==> src/verilog/vertical_gate_map.vh <==
// register offsets, field positions, reset values and line figures of the vertical gate block
`ifndef VERTICAL_GATE_MAP_VH
`define VERTICAL_GATE_MAP_VH

// ***************************************************************
// register offsets
// ***************************************************************
`define VG_ADDR_START_LOW 8'h15
`define VG_ADDR_STOP_LOW 8'h16
`define VG_ADDR_MISC_HIGH 8'h17
`define VG_ADDR_RAW_GAIN 8'h18

// ***************************************************************
// fields of misc_gate_high_bits
// ***************************************************************
`define VG_BIT_START_MSB 0
`define VG_BIT_STOP_MSB 1
`define VG_BIT_FIELD2_ADV 2
`define VG_LATENCY_LSB 3
`define VG_LATENCY_MSB 5
`define VG_BIT_HALF_LINE_CLK_OFF 6
`define VG_BIT_LINE_CLK_OFF 7

// ***************************************************************
// reset values
// ***************************************************************
`define VG_RST_START_LOW 8'h00
`define VG_RST_STOP_LOW 8'h00
`define VG_RST_MISC_HIGH 8'h18
`define VG_RST_RAW_GAIN 8'h80
`define VG_RST_READ_DATA 8'h00

// ***************************************************************
// line figures, latency codes and gain shift
// ***************************************************************
`define VG_FIELD_TOP_50HZ 9'h138
`define VG_FIELD_TOP_60HZ 9'h106
`define VG_LATENCY_RESERVED 3'h0
`define VG_LATENCY_FALLBACK 3'h3
`define VG_GAIN_SHIFT 7

`endif

==> src/verilog/vertical_gate_timing_control.v <==
// vertical gate, field identifier, line clock enables and raw gain control
//
// Contract
// gate rises at line of nine-bit start value, msb 17h bit 0, low 15h.
// gate falls at line of nine-bit stop value, msb 17h bit 1, low 16h.
// field identifier changes polarity at the gate start position.
// value 312/262 is first line of field, 0 the next, per mode.
// advance bit set moves the gate one line earlier in field two.
// bit 7 zero drives line clock, one tri-states; bit 6 likewise half clock.
// latency bits 5..3 give one to seven fields; 000 reserved; 011 recommended.
// raw samples scaled by gain register; 128 nominal, 255 double, 0 off.
// per-field line counter compared to start and stop, gate held between.
`timescale 1ns/100ps
`default_nettype none
`include "vertical_gate_map.vh"

module vertical_gate_timing_control #(
  parameter RAW_W = 8
) (
  input wire clk_sys_i,
  input wire reset_i,
  input wire ce_i,
  input wire [7:0] reg_addr_i,
  input wire [7:0] reg_wdata_i,
  input wire reg_write_i,
  input wire reg_read_i,
  output reg [7:0] reg_rdata_o,
  input wire line_start_i,
  input wire field_start_i,
  input wire field_second_i,
  input wire mode_60hz_i,
  input wire line_locked_clock_i,
  input wire half_line_locked_clock_i,
  input wire raw_valid_i,
  input wire [RAW_W-1:0] raw_sample_i,
  output reg vertical_gate_o,
  output reg field_identifier_o,
  output reg line_locked_clock_o,
  output wire line_locked_clock_oe_n_o,
  output reg half_line_locked_clock_o,
  output wire half_line_locked_clock_oe_n_o,
  output wire [2:0] search_loop_latency_o,
  output wire search_step_o,
  output wire raw_valid_o,
  output wire [RAW_W:0] raw_sample_o
);
  // *************************************************************
  // registers
  // *************************************************************
  reg [7:0] gate_start_low_byte;
  reg [7:0] gate_stop_low_byte;
  reg [7:0] misc_gate_high_bits;
  reg [7:0] raw_sample_gain;
  reg [7:0] next_rdata;

  always @(posedge clk_sys_i) begin
    if (reset_i) begin
      gate_start_low_byte <= `VG_RST_START_LOW;
      gate_stop_low_byte <= `VG_RST_STOP_LOW;
      misc_gate_high_bits <= `VG_RST_MISC_HIGH;
      raw_sample_gain <= `VG_RST_RAW_GAIN;
    end else if (ce_i && reg_write_i) begin
      case (reg_addr_i)
        `VG_ADDR_START_LOW: begin
          gate_start_low_byte <= reg_wdata_i;
        end
        `VG_ADDR_STOP_LOW: begin
          gate_stop_low_byte <= reg_wdata_i;
        end
        `VG_ADDR_MISC_HIGH: begin
          misc_gate_high_bits <= reg_wdata_i;
        end
        `VG_ADDR_RAW_GAIN: begin
          raw_sample_gain <= reg_wdata_i;
        end
        default: begin
          gate_start_low_byte <= gate_start_low_byte;
        end
      endcase
    end
  end

  // unmapped subaddresses read as zero
  always @* begin
    case (reg_addr_i)
      `VG_ADDR_START_LOW: next_rdata = gate_start_low_byte;
      `VG_ADDR_STOP_LOW: next_rdata = gate_stop_low_byte;
      `VG_ADDR_MISC_HIGH: next_rdata = misc_gate_high_bits;
      `VG_ADDR_RAW_GAIN: next_rdata = raw_sample_gain;
      default: next_rdata = `VG_RST_READ_DATA;
    endcase
  end

  always @(posedge clk_sys_i) begin
    if (reset_i) begin
      reg_rdata_o <= `VG_RST_READ_DATA;
    end else if (ce_i && reg_read_i) begin
      reg_rdata_o <= next_rdata;
    end
  end

  // *************************************************************
  // line counting and gate
  // *************************************************************
  wire [8:0] start_value;
  wire [8:0] stop_value;
  wire [8:0] field_top;
  wire advance;
  reg [8:0] line_count;
  reg [8:0] compare_count;

  assign start_value = {misc_gate_high_bits[`VG_BIT_START_MSB], gate_start_low_byte};
  assign stop_value = {misc_gate_high_bits[`VG_BIT_STOP_MSB], gate_stop_low_byte};
  assign field_top = mode_60hz_i ? `VG_FIELD_TOP_60HZ : `VG_FIELD_TOP_50HZ;
  assign advance = misc_gate_high_bits[`VG_BIT_FIELD2_ADV] && field_second_i;

  // advanced gate looks one count ahead, so it fires one line earlier
  always @* begin
    compare_count = line_count;
    if (advance) begin
      if (line_count == field_top) begin
        compare_count = 9'h000;
      end else begin
        compare_count = line_count + 9'h001;
      end
    end
  end

  // field start line holds the top value, the following line is value 0
  always @(posedge clk_sys_i) begin
    if (reset_i) begin
      line_count <= 9'h000;
    end else if (ce_i) begin
      if (field_start_i) begin
        line_count <= field_top;
      end else if (line_start_i) begin
        if (line_count >= field_top) begin
          line_count <= 9'h000;
        end else begin
          line_count <= line_count + 9'h001;
        end
      end
    end
  end

  // evaluated once per line; stop wins when both values are equal
  always @(posedge clk_sys_i) begin
    if (reset_i) begin
      vertical_gate_o <= 1'b0;
      field_identifier_o <= 1'b0;
    end else if (ce_i && (line_start_i || field_start_i)) begin
      if (compare_count == stop_value) begin
        vertical_gate_o <= 1'b0;
      end else if (compare_count == start_value) begin
        vertical_gate_o <= 1'b1;
      end else begin
        vertical_gate_o <= vertical_gate_o;
      end
      if (compare_count == start_value) begin
        field_identifier_o <= field_second_i;
      end
    end
  end

  // *************************************************************
  // line clock outputs
  // *************************************************************
  // enable is active low: register bit zero means the pin is driven
  assign line_locked_clock_oe_n_o = misc_gate_high_bits[`VG_BIT_LINE_CLK_OFF];
  assign half_line_locked_clock_oe_n_o = misc_gate_high_bits[`VG_BIT_HALF_LINE_CLK_OFF];

  // retimed by one cycle, the trade for a flip-flop driven pin
  always @(posedge clk_sys_i) begin
    if (reset_i) begin
      line_locked_clock_o <= 1'b0;
      half_line_locked_clock_o <= 1'b0;
    end else if (ce_i) begin
      line_locked_clock_o <= line_locked_clock_i;
      half_line_locked_clock_o <= half_line_locked_clock_i;
    end
  end

  // *************************************************************
  // search latency and raw gain
  // *************************************************************
  search_latency_pacer u_pacer (
    .clk_sys_i(clk_sys_i),
    .reset_i(reset_i),
    .ce_i(ce_i),
    .field_start_i(field_start_i),
    .latency_code_i(misc_gate_high_bits[`VG_LATENCY_MSB:`VG_LATENCY_LSB]),
    .latency_fields_o(search_loop_latency_o),
    .search_step_o(search_step_o)
  );

  raw_gain_scaler #(
    .DATA_W(RAW_W)
  ) u_gain (
    .clk_sys_i(clk_sys_i),
    .reset_i(reset_i),
    .ce_i(ce_i),
    .sample_valid_i(raw_valid_i),
    .sample_i(raw_sample_i),
    .gain_i(raw_sample_gain),
    .sample_valid_o(raw_valid_o),
    .sample_o(raw_sample_o)
  );
endmodule
`default_nettype wire

==> src/verilog/search_latency_pacer.v <==
// paces the colour standard search loop by a programmed number of fields
`timescale 1ns/100ps
`default_nettype none
`include "vertical_gate_map.vh"

module search_latency_pacer (
  input wire clk_sys_i,
  input wire reset_i,
  input wire ce_i,
  input wire field_start_i,
  input wire [2:0] latency_code_i,
  output reg [2:0] latency_fields_o,
  output reg search_step_o
);
  reg [2:0] field_count;
  wire [2:0] eff_latency;

  // reserved code falls back to the recommended three fields, never zero
  assign eff_latency = (latency_code_i == `VG_LATENCY_RESERVED) ? `VG_LATENCY_FALLBACK : latency_code_i;

  always @(posedge clk_sys_i) begin
    if (reset_i) begin
      field_count <= 3'h0;
      latency_fields_o <= `VG_LATENCY_FALLBACK;
      search_step_o <= 1'b0;
    end else if (ce_i) begin
      latency_fields_o <= eff_latency;
      search_step_o <= 1'b0;
      if (field_start_i) begin
        if (field_count + 3'h1 >= eff_latency) begin
          field_count <= 3'h0;
          search_step_o <= 1'b1;
        end else begin
          field_count <= field_count + 3'h1;
        end
      end
    end
  end
endmodule
`default_nettype wire

==> src/verilog/raw_gain_scaler.v <==
// scales raw samples by the eight-bit gain, 128 nominal
`timescale 1ns/100ps
`default_nettype none
`include "vertical_gate_map.vh"

module raw_gain_scaler #(
  parameter DATA_W = 8
) (
  input wire clk_sys_i,
  input wire reset_i,
  input wire ce_i,
  input wire sample_valid_i,
  input wire [DATA_W-1:0] sample_i,
  input wire [7:0] gain_i,
  output reg sample_valid_o,
  output reg [DATA_W:0] sample_o
);
  wire [DATA_W+7:0] product;

  // one extra output bit so double amplitude never clips
  assign product = sample_i * gain_i;

  always @(posedge clk_sys_i) begin
    if (reset_i) begin
      sample_valid_o <= 1'b0;
      sample_o <= {(DATA_W+1){1'b0}};
    end else if (ce_i) begin
      sample_valid_o <= sample_valid_i;
      if (sample_valid_i) begin
        sample_o <= product[DATA_W+`VG_GAIN_SHIFT:`VG_GAIN_SHIFT];
      end
    end
  end
endmodule
`default_nettype wire

==> config.mk <==
export PLATFORM = sky130hd
export DESIGN_NAME = vertical_gate_timing_control
export DESIGN_NICKNAME = d
export VERILOG_FILES = /design/src/verilog/vertical_gate_timing_control.v /design/src/verilog/search_latency_pacer.v /design/src/verilog/raw_gain_scaler.v
export VERILOG_INCLUDE_DIRS = /design/src /design/src/verilog
export SDC_FILE = /design/constraint.sdc
export NUM_CORES = 1
export LEC_CHECK = 0
export BUFFER_PORTS_ARGS = -buffer_cell sky130_fd_sc_hd__buf_2
export CAP_MARGIN = 30
export CORE_UTILIZATION = 52
export DETAILED_ROUTE_END_ITERATION = 6
export PLACE_DENSITY = 0.75
export SLEW_MARGIN = 25
export SYNTH_ARGS = -nofsm -noshare
export SYNTH_HDL_FRONTEND = slang
export SYNTH_SLANG_ARGS = --single-unit
==> constraint.sdc <==
create_clock -name clk_sys_i -period 4.1 [get_ports clk_sys_i]
set_clock_uncertainty 0.2 [all_clocks]
set_input_delay 0.205 -clock clk_sys_i [delete_from_list [all_inputs] [get_ports clk_sys_i]]
set_output_delay 0.205 -clock clk_sys_i [all_outputs]
set_load 0.01 [all_outputs]
# After elaboration in Yosys (flattened, before gate mapping)
# Index checks and enable logic that the tools add are counted.
dict set report classes {
  add_sub_neg 2
  n_mul 1
  n_lt_le_gt_ge 2
  n_eq_ne 7
  muxes 13
  reduce_logical 17
}
# cell count
set ops {}
lappend ops {{9-bit two-way mux} 5}
lappend ops {{8-bit by 5-bit equality test with 1-bit output, second input constant} 4}
lappend ops {{8-bit one-hot mux with 4 select lines} 1}
lappend ops {{9-bit equality test} 3}
lappend ops {{2-bit AND reduction} 9}
lappend ops {{8-bit by 8-bit multiplier with 16-bit output} 1}
lappend ops {{9-bit by 1-bit adder with 9-bit output, second input constant} 1}
lappend ops {{9-bit greater-or-equal comparator} 1}
lappend ops {{3-bit two-way mux} 2}
lappend ops {{6-bit two-way mux} 1}
lappend ops {{1-bit logical AND} 4}
lappend ops {{1-bit two-way mux} 4}
lappend ops {{2-bit nonzero test} 2}
lappend ops {{3-bit by 1-bit adder with 3-bit output, second input constant} 1}
lappend ops {{3-bit greater-or-equal comparator} 1}
lappend ops {{3-bit logical NOT} 1}
lappend ops {{1-bit logical OR} 1}
dict set report word_totals {
  regBits 70
  in_bits 36
  output_inout_bits 28
  wordCells 57
}

# Longest topological paths before layout
dict set report logic_depth {
  ltp_word 7
  mapped_depth 18
  depth_no_buf 17
}

# Cells and area by module
# From an unflattened synthesis, not the netlist that was laid out.
dict set report hier_totals {
  hier_cells 697
  area_unflattened_um2 5975.7
}
# module n_inst cells_per_inst area_per_inst_um2 seq_area_each_um2
set by_module_without_submodules {}
lappend by_module_without_submodules {vertical_gate_timing_control 1 385 3186.8 1061.0}
lappend by_module_without_submodules {raw_gain_scaler 1 268 2402.3 200.2}
lappend by_module_without_submodules {search_latency_pacer 1 44 386.6 140.1}

# Worst setup path before layout
# Ideal clock, no wire load.
dict set report synth_path {
  kind {reg-to-reg}
  startpoint {register raw_sample_gain[7]}
  endpoint {register u_gain.sample_o[8]}
  setup_ns 0.131
  arrival_time_ns 4.202
  required_time_ns 3.769
  slack_ns -0.433
  path_stages_with_launch 18
  path_buffers 1
  synth_period_minus_slack_ns 4.533
  path_cell_list {dfxtp_1 clkbuf_1 nand2_1 fa_1 fa_1 inv_1 fa_1 inv_1 fa_1 inv_1 ha_1 or2_2 o31a_1 nand3_1 nand3_1 a41oi_1 xnor2_1 a21oi_1}
}
dict set report synth_between {
  elab_chain_len 1
}
# element line_no
set synth_rtl {}
lappend synth_rtl {{start, declared} vertical_gate_timing_control.v:53} ;# reg [7:0] raw_sample_gain;
lappend synth_rtl {{start signal, assigned} vertical_gate_timing_control.v:61} ;# raw_sample_gain <= `VG_RST_RAW_GAIN;
lappend synth_rtl {{start signal, assigned} vertical_gate_timing_control.v:74} ;# raw_sample_gain <= reg_wdata_i;
lappend synth_rtl {{8-bit by 8-bit multiplier with 16-bit output} raw_gain_scaler.v:21} ;# assign product = sample_i * gain_i;
lappend synth_rtl {{end signal, assigned} raw_gain_scaler.v:26} ;# sample_o <= {(DATA_W+1){1'b0}};
lappend synth_rtl {{end signal, assigned} raw_gain_scaler.v:30} ;# sample_o <= product[DATA_W+`VG_GAIN_SHIFT:`VG_GAIN_SHIFT];
lappend synth_rtl {{end, declared} raw_gain_scaler.v:16} ;# output reg [DATA_W:0] sample_o
# Every way passes these cells.
# A chain may end at the register's enable or synchronous reset.

# Worst setup path after layout
dict set report layout_path {
  startpoint {register raw_sample_gain[3]}
  endpoint {register u_gain.sample_o[3]}
}
# Same word-level chain as after synthesis.

==> results.txt <==
The detailed-route via count is between 5000 and 6000. After detailed routing, the number of remaining DRC violations is 0. The placer congestion estimate is 0.922. Counting flops with a built-in enable in the synthesized netlist gives 0. The run finished, with violations left. The synthesis warning total came out at 0. The post-route worst setup slack came out at -0.219 ns. The sequential element share of the synthesized area came out at 24.3%. By startpoint and endpoint, the worst setup path is classified as reg -> reg. The number of buffers between clock root and the deepest sink is 2.

The CTS tree is built. The I/O pin total came out at 64. The library cells used most frequently in the layout, excluding fill and tap cells, are nor2_1, dfxtp_1, buf_2, inv_1. The worst slew slack as a fraction of its limit is 33.6%. The total die area is 11500 um^2. The static power due to leakage came out at 3.26 nW. The tree is rooted in a clkbuf_8. The routed wirelength normalized by instance count came out at 16.6 um. In the synthesized netlist the dominant register cell turns out to be dfxtp_1.

The net count of the mapped netlist is approximately 780. IR analysis of the VDD net gives a maximum drop of approximately 210 uV. The pin slew with the least headroom to its limit came out at 0.991 ns.

After detailed routing, the number of vias per cell comes to a little under 6. In this run the worst hold path is classified as in -> reg. The final number of max-transition violations is 0. Max-cap violations in this run came to 0. The post-synthesis cell type count came out at 68. The number of nets at the end of the flow is 869. The largest fanout on the critical path is 6.

The area growth from synthesis to layout is 19.8%. The part of the cycle the worst path needs came out at 105%. The fraction of final layout cells with drive strength greater than 1 came out at about 23%. The timing-limited maximum frequency is 232 MHz. The count of endpoints failing hold in the final timing report is 0. The total clock sinks came out at 70. The all-layer global routing usage is 27.2%. The finished layout holds 900 standard cells, fillers aside. The level count of the clock H-tree is 3.

The count of routing violations after the opening detailed-route iteration came out at 365. The cell area power density came out at 219 nW/um^2. The library cell used most frequently in the layout, excluding fill and tap cells, is nor2_1.

The count of TritonRoute iterations in the first routing pass is 5. For the final routed database, the setup TNS stands at -1.05 ns. The global route total overflow is 0. The via count of the first global-routing pass is 5186. Setup violations remaining at the end of the flow were counted as 7. The synthesized area divided by synthesized cell count is 8.68 um^2. The source-to-sink clock delay at the later pin of the worst-skew pair came out at 0.36 ns. The worst setup path is captured at a flop.

The number of cells in the design after placement came out at 863. TritonCTS created 9 clock buffers. The sort of element at the start of the critical path is a flop. The count of nets left with antenna violations after detail routing is 0. The core area is 10800 um^2. The antenna diode count is 0.

The effective utilization at floorplan is 53.2%. The height of the die is roughly 110 um. The required arrival time at the worst endpoint is 4.14 ns. The clock-pin slew of the registers on the worst-case setup and hold paths is 0.09 ns. The share of synthesized registers carrying an async set or reset came out at 0%.

Entering global routing, the biggest net connects 37 pins. Counting flops and latches in the post-synthesis netlist gives 70. The number of antenna violations at the first check in global routing is 0. By area the synthesized netlist is led by dfxtp_1, fa_1, ha_1, mux2i_1, and2_1. The initialized floorplan defines 38 standard-cell rows.

The wire length of the first global-routing pass came out at 24300 um. The checks that failed: negative setup slack. The share of synthesized area in the top cell type comes to 24.3%. The die outline width came out at 107 um. The number of buffers added on ports came out at 63. The fill cell total of the finished layout is 924. The HPWL after detailed placement came out at roughly 11000 um. The wire length after detailed routing is between 10000 and 15000 um.

Synthesis produced a netlist whose cell count is 664. The post-layout minimum cycle time came out at 4.32 ns. Setup repair after global routing could not meet its margin everywhere.

After synthesis the cells add up to 5770 um^2. Of all cell types, the one taking the most synthesized area is dfxtp_1. The endpoint arrival time on the critical path is approximately 4.4 ns.
[critical path, stage by stage (launching register included)]
cell     delay [ns]
dfxtp_4        0.40
nand2_4        0.05
fa_1           0.49
fa_1           0.54
inv_2          0.04
fa_1           0.53
inv_1          0.05
fa_1           0.50
inv_2          0.05
ha_4           0.21
or2_4          0.22
o31a_1         0.14
buf_4          0.15
buf_6          0.11
a31oi_4        0.15
o21ai_1        0.09
a22oi_1        0.20
nor2_1         0.08
[layer usage]
metal	share of wire, %	track usage, %	vias up	wire length (um)
met2	52	50.2	171	7740
met4	3.2	12.1	0	479
met1	41	30.6	2520	6070
met3	4.4	4.24	44	665
met5	0	0	-	0
li1	-	-	2472	-
[state kept, by name (all words and copies together), names as in the netlist, 3 cells and up]
register / flops
reg_rdata_o: 8
gate_start_low_byte: 8
u_gain.sample_o: 9
raw_sample_gain: 8
misc_gate_high_bits: 8
gate_stop_low_byte: 8
line_count: 9
u_pacer.field_count: 3
u_pacer.latency_fields_o: 3
[final cells by class]
| cell class | instances | area, um^2 | share of cell area (%) |
|---|---|---|---|
| clock inverter | 6 | 70.1 | 1.01 |
| tap | 140 | 175 | 2.54 |
| inverter | 54 | 203 | 2.93 |
| multi-input combinational | 510 | 4190 | 60.7 |
| sequential | 70 | 1420 | 20.6 |
| timing repair buffer | 110 | 718 | 10.4 |
| clock buffer | 10 | 128 | 1.85 |
[what timing repair did]
item | CTS | global route
endpoints found under the hold margin | 36 | 0
endpoints found under the setup margin | 8 | 8
hold buffers | 12 | 0
gates resized for setup | 23 | 20
pin swaps | 16 | 14
buffers inserted | 6 | 3
[per-stage QoR]
step                      hold slack, ns  setup slack [ns]  util [%]  power (W)  cell area, um^2
after global placement             0.239            -0.190      58.7   0.000925             6360
final                             0.0171            -0.219      63.7    0.00151             6910
after CTS                        0.00136            -0.156      62.8    0.00153             6810
after detailed placement           0.246            -0.345      58.9   0.000936             6380
after floorplan                    0.130           -0.0720         -   0.000855             5880
after global routing              0.0294            -0.327      63.7    0.00158             6910
[cells by family (layout without fill, tap and decap cells)]
family | Yosys count | after routing | synth area share (%)
XOR/XNOR | 25 | 25 | 3.80
adder cells (fa/ha/maj) | 78 | 78 | 21.5
flip-flops | 70 | 70 | 24.3
buffers and inverters | 84 | 180 | 6.36
multiplexers | 44 | 44 | 7.64
AO/OA/AOI/OAI | 121 | 121 | 14.5
AND/OR/NAND/NOR | 242 | 242 | 22.0
[where the power goes]
group	total, W	internal [W]	leakage (nW)	switching [W]
Sequential	0.000708	0.000689	0.571	0.0000186
Clock	0.000582	0.000284	0.0891	0.000298
Combinational	0.000225	0.0000982	2.60	0.000127
Total	0.00151	0.00107	3.26	0.000443
[worst paths after layout]
kind                                    startpoint                 end  slack [ns]  cells after the start
worst max-delay path            raw_sample_gain[3]  u_gain.sample_o[3]       -0.22                     17
worst min-delay path                   mode_60hz_i       line_count[2]        0.02                      3
worst max register to register  raw_sample_gain[3]  u_gain.sample_o[3]       -0.22                     17
worst min register to register  u_gain.sample_o[4]  u_gain.sample_o[4]        0.26                      2
[Yosys cell counts (2+ instances only)]
master    count
nor2b_1       3
fa_1         35
and3b_1       2
a31oi_1       5
and3_1        5
nor3_1        9
and2_1       50
dfxtp_1      70
or4_1         4
buf_1         2
ha_1         43
buf_2         3
or3_1         5
a31o_2        2
nor4_1        3
o21ai_0      26
a21oi_1      31
and4b_1       2
nand3b_1      2
nand3_1      21
a21o_1        6
o21ai_2       2
a22oi_1      18
a211oi_1      4
clkbuf_8      2
o311a_1       2
or2_2         4
clkbuf_1     18
xnor2_1      12
nor2_1       67
mux2i_1      44
inv_1        54
xor2_1       13
o31ai_1       4
nand4_1       8
a41oi_1       3
nand2_1      44
nand2b_1      4
buf_6         3
(Power assumes the default switching activity.)
